[config.mk]
export PLATFORM = sky130hd
export DESIGN_NAME = drc_parameter_registers
export DESIGN_NICKNAME = d
export VERILOG_FILES = /design/src/design/drcpr_pkg.sv /design/src/design/drcpr_field.sv /design/src/design/drc_parameter_registers.sv
export SDC_FILE = /design/constraint.sdc
export NUM_CORES = 1
export LEC_CHECK = 0
export BUFFER_PORTS_ARGS = -buffer_cell sky130_fd_sc_hd__buf_2
export CAP_MARGIN = 20
export CELL_PAD_IN_SITES_DETAIL_PLACEMENT = 0
export CELL_PAD_IN_SITES_GLOBAL_PLACEMENT = 2
export CORE_MARGIN = 1
export CORE_UTILIZATION = 32
export DETAILED_ROUTE_END_ITERATION = 6
export PLACE_DENSITY = 0.8
export SETUP_SLACK_MARGIN = 0.4
export SLEW_MARGIN = 15
export SYNTH_ARGS = -nofsm -noshare
export SYNTH_HDL_FRONTEND = slang
export SYNTH_SLANG_ARGS = --single-unit
[constraint.sdc]
create_clock -name i_clk -period 2.3 [get_ports i_clk]
set_input_delay 0.345 -clock i_clk [delete_from_list [all_inputs] [get_ports i_clk]]
set_output_delay 0.345 -clock i_clk [all_outputs]
set_load 0.02 [all_outputs]
[src/design/drcpr_pkg.sv]
// Package for the DRC parameter register bank: offsets, field layout, reset values
package drcpr_pkg;
	// ==========================================================
	// Register offsets (7-bit control-port register address)
	localparam logic [6:0] DRCPR_ADDR_CTRL1 = 7'h1D;
	localparam logic [6:0] DRCPR_ADDR_GAIN_LIMITS = 7'h1E;
	localparam logic [6:0] DRCPR_ADDR_ATTACK_DECAY = 7'h1F;
	localparam logic [6:0] DRCPR_ADDR_KNEE_INPUTS = 7'h20;
	localparam logic [6:0] DRCPR_ADDR_KNEE_OUT_SLOPE = 7'h21;
	localparam int DRCPR_ADDR_W = 7;
	localparam int DRCPR_DATA_W = 16;

	// ==========================================================
	// Field positions
	localparam int DRCPR_NG_ENA_BIT = 8;
	localparam int DRCPR_FLOOR_LSB = 2;
	localparam int DRCPR_FLOOR_MSB = 4;
	localparam int DRCPR_CEIL_LSB = 0;
	localparam int DRCPR_CEIL_MSB = 1;
	localparam int DRCPR_ATK_LSB = 4;
	localparam int DRCPR_ATK_MSB = 7;
	localparam int DRCPR_DCY_LSB = 0;
	localparam int DRCPR_DCY_MSB = 3;
	localparam int DRCPR_GKI_LSB = 8;
	localparam int DRCPR_GKI_MSB = 12;
	localparam int DRCPR_CKI_LSB = 2;
	localparam int DRCPR_CKI_MSB = 7;
	localparam int DRCPR_GKO_EN_BIT = 13;
	localparam int DRCPR_GKO_LSB = 8;
	localparam int DRCPR_GKO_MSB = 12;
	localparam int DRCPR_CKO_LSB = 3;
	localparam int DRCPR_CKO_MSB = 7;
	localparam int DRCPR_SLOPE_LSB = 0;
	localparam int DRCPR_SLOPE_MSB = 2;

	// ==========================================================
	// Reset values of the fields
	localparam logic DRCPR_RST_NG_ENA = 1'h0;
	localparam logic [2:0] DRCPR_RST_FLOOR = 3'h1;
	localparam logic [1:0] DRCPR_RST_CEIL = 2'h1;
	localparam logic [3:0] DRCPR_RST_ATK = 4'h4;
	localparam logic [3:0] DRCPR_RST_DCY = 4'h2;
	localparam logic [4:0] DRCPR_RST_GKI = 5'h00;
	localparam logic [5:0] DRCPR_RST_CKI = 6'h00;
	localparam logic DRCPR_RST_GKO_EN = 1'h0;
	localparam logic [4:0] DRCPR_RST_GKO = 5'h00;
	localparam logic [4:0] DRCPR_RST_CKO = 5'h00;
	localparam logic [2:0] DRCPR_RST_SLOPE = 3'h3;

	// ==========================================================
	// Highest legal codes and lowest attack code; anything above a maximum or below the minimum is reserved
	localparam logic [2:0] DRCPR_MAX_FLOOR = 3'h4;
	localparam logic [3:0] DRCPR_MIN_ATK = 4'h1;
	localparam logic [3:0] DRCPR_MAX_ATK = 4'hB;
	localparam logic [3:0] DRCPR_MAX_DCY = 4'h8;
	localparam logic [5:0] DRCPR_MAX_CKI = 6'h3C;
	localparam logic [4:0] DRCPR_MAX_CKO = 5'h1E;
	localparam logic [2:0] DRCPR_MAX_SLOPE = 3'h5;
endpackage

[src/design/drcpr_field.sv]
// One register field with reset value and write strobe
`timescale 1ns/1ps
module drcpr_field #(
	parameter int W = 1,
	parameter logic [W-1:0] RST = '0
) (
	// Clock and reset
	input wire logic i_clk,
	input wire logic i_rstn,
	// Write side
	input wire logic i_we,
	input wire logic [W-1:0] i_d,
	// Held value
	output logic [W-1:0] o_q
);
	// ==========================================================
	// Storage
	// Holds the last written value so reads return it unchanged
	always_ff @(posedge i_clk or negedge i_rstn)
	begin
		if (!i_rstn)
			o_q <= RST;
		else if (i_we)
			o_q <= i_d;
	end
endmodule

[src/design/drc_parameter_registers.sv]
// DRC parameter register bank: gain limits, attack/decay, knees and upper slope
`timescale 1ns/1ps
module drc_parameter_registers
	import drcpr_pkg::*;
(
	// Clock and reset
	input wire logic i_clk,
	input wire logic i_rstn,
	// Control-port register access
	input wire logic i_wr,
	input wire logic i_rd,
	input wire logic [DRCPR_ADDR_W-1:0] i_addr,
	input wire logic [DRCPR_DATA_W-1:0] i_wdata,
	output logic [DRCPR_DATA_W-1:0] o_rdata,
	output logic o_hit,
	// Parameters to the DRC datapath
	output logic o_noise_gate_enable,
	output logic [2:0] o_attenuation_floor_code,
	output logic [1:0] o_boost_ceiling_code,
	output logic [3:0] o_attack_rate_code,
	output logic [3:0] o_decay_rate_code,
	output logic [4:0] o_gate_knee_input_level,
	output logic o_gate_knee_input_valid,
	output logic [5:0] o_comp_knee_input_level,
	output logic o_gate_knee_output_override_en,
	output logic [4:0] o_gate_knee_output_level,
	output logic o_gate_knee_output_valid,
	output logic [4:0] o_comp_knee_output_level,
	output logic [2:0] o_upper_region_slope,
	// Reserved code currently held in some field
	output logic o_reserved_code
);
	// ==========================================================
	// Reset synchroniser
	// Entry is immediate, exit waits two edges so no field leaves reset on a
	// metastable sample; nothing but rst_sync reads the first flop
	logic rst_meta;
	logic rst_sync;
	always_ff @(posedge i_clk or negedge i_rstn)
	begin
		if (!i_rstn)
		begin
			rst_meta <= 1'b0;
			rst_sync <= 1'b0;
		end
		else
		begin
			rst_meta <= 1'b1;
			rst_sync <= rst_meta;
		end
	end

	// ==========================================================
	// Address decode
	// One select per mapped address; the offsets differ, so at most one is high
	wire sel_c1 = (i_addr == DRCPR_ADDR_CTRL1);
	wire sel_gl = (i_addr == DRCPR_ADDR_GAIN_LIMITS);
	wire sel_ad = (i_addr == DRCPR_ADDR_ATTACK_DECAY);
	wire sel_ki = (i_addr == DRCPR_ADDR_KNEE_INPUTS);
	wire sel_ko = (i_addr == DRCPR_ADDR_KNEE_OUT_SLOPE);

	// Write enables; a write to any other address reaches no field
	wire we_c1 = i_wr && sel_c1;
	wire we_gl = i_wr && sel_gl;
	wire we_ad = i_wr && sel_ad;
	wire we_ki = i_wr && sel_ki;
	wire we_ko = i_wr && sel_ko;

	// Hit flag for the bus side, decoded from the address alone
	assign o_hit = sel_c1 | sel_gl | sel_ad | sel_ki | sel_ko;

	// ==========================================================
	// Field storage
	// Each field is its own flop group, so a write touches only its register
	logic ng_ena;
	logic [2:0] floor_q;
	logic [1:0] ceil_q;
	logic [3:0] atk_q;
	logic [3:0] dcy_q;
	logic [4:0] gki_q;
	logic [5:0] cki_q;
	logic gko_en_q;
	logic [4:0] gko_q;
	logic [4:0] cko_q;
	logic [2:0] slope_q;

	// Noise gate enable in the first control register
	drcpr_field #(.W(1), .RST(DRCPR_RST_NG_ENA)) u_ng_ena (
		.i_clk(i_clk), .i_rstn(rst_sync), .i_we(we_c1),
		.i_d(i_wdata[DRCPR_NG_ENA_BIT]), .o_q(ng_ena));
	// Gain limits
	drcpr_field #(.W(3), .RST(DRCPR_RST_FLOOR)) u_floor (
		.i_clk(i_clk), .i_rstn(rst_sync), .i_we(we_gl),
		.i_d(i_wdata[DRCPR_FLOOR_MSB:DRCPR_FLOOR_LSB]), .o_q(floor_q));
	drcpr_field #(.W(2), .RST(DRCPR_RST_CEIL)) u_ceil (
		.i_clk(i_clk), .i_rstn(rst_sync), .i_we(we_gl),
		.i_d(i_wdata[DRCPR_CEIL_MSB:DRCPR_CEIL_LSB]), .o_q(ceil_q));
	// Attack and decay rates
	drcpr_field #(.W(4), .RST(DRCPR_RST_ATK)) u_atk (
		.i_clk(i_clk), .i_rstn(rst_sync), .i_we(we_ad),
		.i_d(i_wdata[DRCPR_ATK_MSB:DRCPR_ATK_LSB]), .o_q(atk_q));
	drcpr_field #(.W(4), .RST(DRCPR_RST_DCY)) u_dcy (
		.i_clk(i_clk), .i_rstn(rst_sync), .i_we(we_ad),
		.i_d(i_wdata[DRCPR_DCY_MSB:DRCPR_DCY_LSB]), .o_q(dcy_q));
	// Knee input levels
	drcpr_field #(.W(5), .RST(DRCPR_RST_GKI)) u_gki (
		.i_clk(i_clk), .i_rstn(rst_sync), .i_we(we_ki),
		.i_d(i_wdata[DRCPR_GKI_MSB:DRCPR_GKI_LSB]), .o_q(gki_q));
	drcpr_field #(.W(6), .RST(DRCPR_RST_CKI)) u_cki (
		.i_clk(i_clk), .i_rstn(rst_sync), .i_we(we_ki),
		.i_d(i_wdata[DRCPR_CKI_MSB:DRCPR_CKI_LSB]), .o_q(cki_q));
	// Knee outputs, override enable and upper slope
	drcpr_field #(.W(1), .RST(DRCPR_RST_GKO_EN)) u_gko_en (
		.i_clk(i_clk), .i_rstn(rst_sync), .i_we(we_ko),
		.i_d(i_wdata[DRCPR_GKO_EN_BIT]), .o_q(gko_en_q));
	drcpr_field #(.W(5), .RST(DRCPR_RST_GKO)) u_gko (
		.i_clk(i_clk), .i_rstn(rst_sync), .i_we(we_ko),
		.i_d(i_wdata[DRCPR_GKO_MSB:DRCPR_GKO_LSB]), .o_q(gko_q));
	drcpr_field #(.W(5), .RST(DRCPR_RST_CKO)) u_cko (
		.i_clk(i_clk), .i_rstn(rst_sync), .i_we(we_ko),
		.i_d(i_wdata[DRCPR_CKO_MSB:DRCPR_CKO_LSB]), .o_q(cko_q));
	drcpr_field #(.W(3), .RST(DRCPR_RST_SLOPE)) u_slope (
		.i_clk(i_clk), .i_rstn(rst_sync), .i_we(we_ko),
		.i_d(i_wdata[DRCPR_SLOPE_MSB:DRCPR_SLOPE_LSB]), .o_q(slope_q));

	// ==========================================================
	// Parameter outputs straight from the field flops
	// Codes go out as stored: a reserved code is flagged below, never altered
	assign o_noise_gate_enable = ng_ena;
	assign o_attenuation_floor_code = floor_q;
	assign o_boost_ceiling_code = ceil_q;
	assign o_attack_rate_code = atk_q;
	assign o_decay_rate_code = dcy_q;
	assign o_gate_knee_input_level = gki_q;
	assign o_comp_knee_input_level = cki_q;
	assign o_gate_knee_output_override_en = gko_en_q;
	assign o_gate_knee_output_level = gko_q;
	assign o_comp_knee_output_level = cko_q;
	assign o_upper_region_slope = slope_q;

	// Qualifiers tell the datapath when a level is to be used at all
	// The levels stay visible so software can stage them before enabling
	assign o_gate_knee_input_valid = ng_ena;
	assign o_gate_knee_output_valid = gko_en_q;

	// ==========================================================
	// Reserved-code detection; stored anyway so read-back stays honest
	// Gain and rate fields; the boost ceiling uses all four codes
	wire rsv_floor = (floor_q > DRCPR_MAX_FLOOR);
	wire rsv_atk = (atk_q < DRCPR_MIN_ATK) || (atk_q > DRCPR_MAX_ATK);
	wire rsv_dcy = (dcy_q > DRCPR_MAX_DCY);

	// Knee levels and slope; both gate levels use every code
	wire rsv_cki = (cki_q > DRCPR_MAX_CKI);
	wire rsv_cko = (cko_q > DRCPR_MAX_CKO);
	wire rsv_slope = (slope_q > DRCPR_MAX_SLOPE);

	// One flag for all fields; software reads the registers to find which one
	assign o_reserved_code = rsv_floor | rsv_atk | rsv_dcy | rsv_cki | rsv_cko | rsv_slope;

	// ==========================================================
	// Read-back images; unlisted bits read as zero
	logic [DRCPR_DATA_W-1:0] img_c1;
	logic [DRCPR_DATA_W-1:0] img_gl;
	logic [DRCPR_DATA_W-1:0] img_ad;
	logic [DRCPR_DATA_W-1:0] img_ki;
	logic [DRCPR_DATA_W-1:0] img_ko;
	always_comb
	begin
		// Clear first so bits that hold no field read as zero
		img_c1 = '0;
		img_gl = '0;
		img_ad = '0;
		img_ki = '0;
		img_ko = '0;
		// Then each field drops into its own bit positions
		img_c1[DRCPR_NG_ENA_BIT] = ng_ena;
		img_gl[DRCPR_FLOOR_MSB:DRCPR_FLOOR_LSB] = floor_q;
		img_gl[DRCPR_CEIL_MSB:DRCPR_CEIL_LSB] = ceil_q;
		img_ad[DRCPR_ATK_MSB:DRCPR_ATK_LSB] = atk_q;
		img_ad[DRCPR_DCY_MSB:DRCPR_DCY_LSB] = dcy_q;
		img_ki[DRCPR_GKI_MSB:DRCPR_GKI_LSB] = gki_q;
		img_ki[DRCPR_CKI_MSB:DRCPR_CKI_LSB] = cki_q;
		img_ko[DRCPR_GKO_EN_BIT] = gko_en_q;
		img_ko[DRCPR_GKO_MSB:DRCPR_GKO_LSB] = gko_q;
		img_ko[DRCPR_CKO_MSB:DRCPR_CKO_LSB] = cko_q;
		img_ko[DRCPR_SLOPE_MSB:DRCPR_SLOPE_LSB] = slope_q;
	end

	// Read mux; unmapped addresses read zero
	// A priority chain is safe here because the selects never overlap
	wire [DRCPR_DATA_W-1:0] rd_mux =
		sel_c1 ? img_c1 :
		sel_gl ? img_gl :
		sel_ad ? img_ad :
		sel_ki ? img_ki :
		sel_ko ? img_ko : 16'h0000;

	// Registered read data, loaded on a read strobe and held until the next
	// A write in the same cycle is not seen: the mux reads the flops before they load
	always_ff @(posedge i_clk or negedge rst_sync)
	begin
		if (!rst_sync)
			o_rdata <= 16'h0000;
		else if (i_rd)
			o_rdata <= rd_mux;
	end
endmodule

# Word-level counts from Yosys, hierarchy flattened
# Index checks and enable logic that the tools add are counted.
# word_totals
ff_bits	57
input_bits	27
elab_cells	46
# classes
magnitude_cmp	7
eq_ne	5
n_mux	5
bitwise_logic	9
reduce_logical	6
# op_table
op	count
14-bit 2-to-1 mux	5
7-bit by 5-bit equality test with 1-bit output, second input constant	3
7-bit by 6-bit equality test with 1-bit output, second input constant	2
1-bit bitwise OR	9
4-bit greater-than comparator, second input constant	2
3-bit greater-than comparator, second input constant	2
6-bit greater-than comparator, second input constant	1
5-bit greater-than comparator, second input constant	1
1-bit logical AND	5
4-bit by 1-bit < comparator with 1-bit output, second input constant	1
1-bit logical OR	1

# Longest topological paths before layout
# depth
word_depth	7
ltp_mapped	7
ltp_nobuf	4

# Cells and area by module
# From an unflattened synthesis, not the netlist that was laid out.
# unflattened
cells_unflattened	219
area_unflattened_um2	2682.6
# modules_own_cells
mod	n_inst	cells_per_inst	area_each_um2
drc_parameter_registers	1	140	1218.7
drcpr_field at u_cko ...	3	10	181.4
drcpr_field at u_atk ...	2	8	146.4
drcpr_field at u_cki	1	13	251.5
drcpr_field at u_slope	1	6	111.4
drcpr_field at u_floor	1	6	110.1
drcpr_field at u_gko_en ...	2	2	40.0
drcpr_field at u_ceil	1	4	73.8

# Least setup slack after synthesis
# OpenSTA, ideal clock, no wires.
# synth_timing
path_kind	in2reg
from	input i_addr[3]
to	register u_cki.o_q[0]
setup_ns	0.125
arrival_ns	2.042
required_ns	2.175
setup_slack_ns	0.133
path_stages	7
n_path_buf	3
cell_sequence	or3b_1 buf_6 or3_1 buf_6 nor3b_4 buf_6 mux2_2
# synth_between
elab_chain_cells	2
# synth_lines
item	line	source
start: declaration	drc_parameter_registers.sv:12	input wire logic [DRCPR_ADDR_W-1:0] i_addr,
7-bit by 6-bit equality test with 1-bit output	drc_parameter_registers.sv:59	wire sel_ki = (i_addr == DRCPR_ADDR_KNEE_INPUTS);
1-bit logical AND	drc_parameter_registers.sv:66	wire we_ki = i_wr && sel_ki;
end signal: assignment	drcpr_field.sv:24	o_q <= i_d;
end: declaration	drcpr_field.sv:14	output logic [W-1:0] o_q
# Every way passes these cells.
# A chain may end at the register's enable or synchronous reset.

# Final worst setup path
# layout_timing
from	register u_dcy.o_q[1]
to	output o_reserved_code
# layout_between
elab_chain_cells	5
# layout_lines
item	line	source
start: declaration	drcpr_field.sv:14	
start signal: assignment	drcpr_field.sv:24	
4-bit greater-than comparator	drc_parameter_registers.sv:151	wire rsv_dcy = (dcy_q > DRCPR_MAX_DCY);
1-bit bitwise OR (4 in series)	drc_parameter_registers.sv:159	assign o_reserved_code = rsv_floor | rsv_atk | rsv_dcy | rsv_cki | rsv_cko | rsv_slope;
end: declaration	drc_parameter_registers.sv:31	output logic o_reserved_code
# Every way passes these cells.

==> results <==
- Routability-driven placement finished with a final weighted congestion of 0.742.
- The worst reg2reg path startpoint is u_slope.o_q[0].
- The total track usage is 0.166.
- The clock-pin slew of the registers on the worst-case setup and hold paths is 0.11 ns.
- Once layout is complete, the utilization of the core stands at 0.421.
- The distinct cell type count of the synthesized netlist is 37.
- For this run, the slowest stage of the critical path takes 0.40 ns.
- In this run the vertical extent of the chip is 92.5 um.
- The worst-case clock buffer depth is 2.
- For this run, the register share of the synthesized area comes to 0.528.
- The synthesis warning total is 0.
- Setup violations remaining at the end of the flow were counted as 0.
- Clock skew on the completed layout was measured at 0.0131 ns.
- The CTS root buffer is clkbuf_8.
- Using the TritonRoute via totals, the vias-per-cell ratio works out to 4.97.
- The startpoint kind of the worst setup timing path is a flip-flop.
- The total clock buffers created by CTS is 5.
- The static leakage power is 1.65 nW.
- The max-slew violation count is 0.
- The port buffer count is 81.
- The total negative setup slack is 0 ns.
- The total power divided by cell area is 610 nW/um^2.
- The number of cells in the design after placement is 398.
- In the final layout, flip-flops and latches occupy 1390 um^2.
- The clock tree from TritonCTS is yes.
- The count of cells in the finished layout, fillers not included, comes to 409.
- The final route contains 2,031 vias.
- The mapped netlist covers 2620 um^2.
- The tool flagged a number of max-cap violations equal to 0.
- The worst-case IR drop observed on VDD is 0.000272 V.
- In the final layout, the share of cells above drive strength 1 is 0.541.
- The met2 routing resource usage after global routing is 0.283.
- The total congestion overflow after global routing is 0.
- The site row count is 32.
- Counting every instance in the synthesized netlist gives 219.
- The largest fanout on the critical path is 5.
- The routed design could run at a clock period as short as 1.97 ns.
- The flow ran to the end, and the final reports show no timing, DRC or antenna violations.
- The number of nets in the layout is 333.
- The first detailed-routing pass ran for 4 iterations.
- The HPWL reported at the end of detailed placement is 5.04 mm.
- The synthesized design contains 55 register bits.
- The initial cell density of the core is 0.335.
- After synthesis, the mean cell area works out to 12.0 um^2.
- The final wirelength is 6.84 mm.
- The initial DRC count is 82.
- Entering global routing, the biggest net connects 29 pins.
- The slowest stage of the critical path belongs to the cell dfstp_2.
- The critical path goes through o31ai_2 -> nand3_1 -> a2111o_1 -> buf_2.
- The top cell types in the final layout, fill and taps aside, are 80 x buf_2, 48 x dfrtp_1, 46 x mux2_2.
- The critical path is of the flip-flop to output pin type.
- The floorplan step set the die width to 92.5 um.
- The required time of the worst setup path is 1.96 ns.
- The worst register-to-register path ends at o_rdata[0].
- The count of nets left with antenna violations once routing finished came out at 0.
- The logic depth of the worst register-to-register path is 4.
- The core area is 7810 um^2.
- The count of clock tree sinks is 55.
- The floorplan step defined a die boundary enclosing 8550 um^2.
- The initial antenna violation count was 0.
- The synthesis-to-layout area growth is 25.4%.
- After detailed routing, the average wire length per cell comes to 16.7 um.
- The completed layout was analyzed and its total power is 2.00 mW.
- The I/O pin total is 86.
- The setup slack after placement is 0.129 ns.
- In the routed design, unresolved DRC markers number 0.
- The number of global-route vias before repair is 2,107.
- The fill cell instance count of the final layout is 801.
- In this run the number of H-tree levels came out at 2.
- The library cell used most frequently in the layout, excluding fill and tap cells, is buf_2.
- The first global-routing pass estimated 10.9 mm of wire.
- The number of hold violations in the final report is 0.
- For this run, global-route usage on met1 was measured as 0.213.
- Setup repair after global routing could not meet its margin everywhere.
- The clock latency on the worst-skew pair is 0.31 ns.
- The most crowded layer after global routing is met2.
- In this run the register-to-register setup slack is 1.11 ns.
- The share of the clock period used by the worst path after layout is 0.857.
- The path class of the lowest-slack min-delay path is flip-flop to async pin.
- The area taken by multi-input logic gates is 1100 um^2.
- The data arrival time of the critical path is 1.63 ns.
- The highest attainable clock frequency is 0.507 GHz.
- For this run, global-route usage on met3 was measured as 0.0361.
- Setup slack closes at 0.329 ns.
- The critical path endpoint category is an output pin.
- The diode insertion count for antenna repair is 0.
-- where the power goes --
group	total, mW	internal (mW)	switching, mW
sequential	1.11	1.04	0.0674
combinational	0.363	0.147	0.216
clock	0.535	0.215	0.319
-- metrics by stage --
| stage | instance area (um^2) | hold slack [ns] |
|---|---|---|
| floorplan | 2630 | 0.0494 |
| global placement | 3150 | 0.132 |
| detailed placement | 3150 | 0.132 |
| CTS | 3280 | 0.165 |
| global route | 3280 | 0.177 |
| finish | 3280 | 0.154 |
-- flip-flops by register name, indices dropped and copies added (netlist names) --
signal / count
u_gko_en.o_q: 1
u_cko.o_q: 5
u_gko.o_q: 5
u_ceil.o_q: 2
u_floor.o_q: 3
o_rdata: 14
u_dcy.o_q: 4
u_gki.o_q: 5
u_atk.o_q: 4
u_ng_ena.o_q: 1
rst_sync: 1
u_slope.o_q: 3
rst_meta: 1
u_cki.o_q: 6
-- cell usage after synthesis --
library cell | number | share of area
o31ai_1 | 1 | 0.0029
a41oi_1 | 3 | 0.010
and3_1 | 1 | 0.0024
buf_6 | 3 | 0.013
nand3_1 | 7 | 0.013
buf_2 | 2 | 0.0038
or2_2 | 1 | 0.0024
o211ai_1 | 2 | 0.0057
nor4_1 | 5 | 0.012
a2111o_1 | 1 | 0.0043
a31oi_1 | 1 | 0.0024
nor2b_1 | 2 | 0.0048
buf_1 | 2 | 0.0029
inv_1 | 11 | 0.016
mux2i_1 | 4 | 0.015
mux2_2 | 46 | 0.20
o21a_1 | 1 | 0.0029
conb_1 | 2 | 0.0029
nand4_1 | 7 | 0.017
dfrtp_1 | 49 | 0.47
o22ai_1 | 9 | 0.021
o21ai_0 | 9 | 0.017
dfstp_2 | 6 | 0.060
a21oi_1 | 1 | 0.0019
nor4_4 | 1 | 0.0081
clkbuf_1 | 7 | 0.010
nand2_1 | 16 | 0.023
or3b_1 | 1 | 0.0033
or3_1 | 1 | 0.0024
and3b_2 | 1 | 0.0038
o2111ai_1 | 3 | 0.010
nand3b_1 | 1 | 0.0029
nor3b_4 | 1 | 0.0072
buf_4 | 5 | 0.014
nor2_1 | 2 | 0.0029
nor3b_1 | 3 | 0.0086
and4_1 | 1 | 0.0033
-- final cells by class --
| class | instances | share of cell area |
|---|---|---|
| tap | 102 | 0.0389 |
| timing repair buffer | 98 | 0.166 |
| clock inverter | 3 | 0.00571 |
| multi-input combinational | 135 | 0.334 |
| clock buffer | 5 | 0.0210 |
| sequential | 55 | 0.422 |
| inverter | 11 | 0.0126 |
-- logic make-up (layout without fill, tap and decap cells) --
group,count (synthesis),after routing,synth area share
simple gates,51,51,0.117
mux,50,50,0.213
buf+inv,30,117,0.0597
flops,55,55,0.528
compound gates,31,31,0.0788
other cells,2,3,0.00287
-- worst max-delay path by stage --
stage | from | endpoint | slack, ns
3_5_place_dp | i_addr[3] | u_cki.o_q[2] | 0.13
5_1_grt | u_dcy.o_q[1] | o_reserved_code | 0.28
3_3_place_gp | i_addr[3] | u_cki.o_q[0] | 0.16
6_report | u_dcy.o_q[1] | o_reserved_code | 0.33
2_1_floorplan | i_addr[3] | u_cki.o_q[0] | 0.19
4_1_cts | u_dcy.o_q[2] | o_reserved_code | 0.31
-- what timing repair did --
| action | CTS | global route |
|---|---|---|
| hold buffers | 1 | 0 |
| setup buffers | 2 | 0 |
| pin swaps | 1 | 2 |
| gates resized for setup | 6 | 0 |
| endpoints found under the setup margin | 2 | 2 |
| hold endpoints to repair | 2 | 0 |
-- per-layer routing --
| metal | share of wire | routed length [um] |
|---|---|---|
| met1 | 0.44 | 3010 |
| met3 | 0.044 | 301 |
| met2 | 0.50 | 3450 |
| met4 | 0.012 | 84 |
| met5 | 0 | 0 |
-- critical path: cells and delay by family (launching register included) --
family,cells,cell delay [ns]
compound gates,2,0.62
simple gates,1,0.13
buf+inv,1,0.17
flops,1,0.40
(Power assumes the default switching activity.)
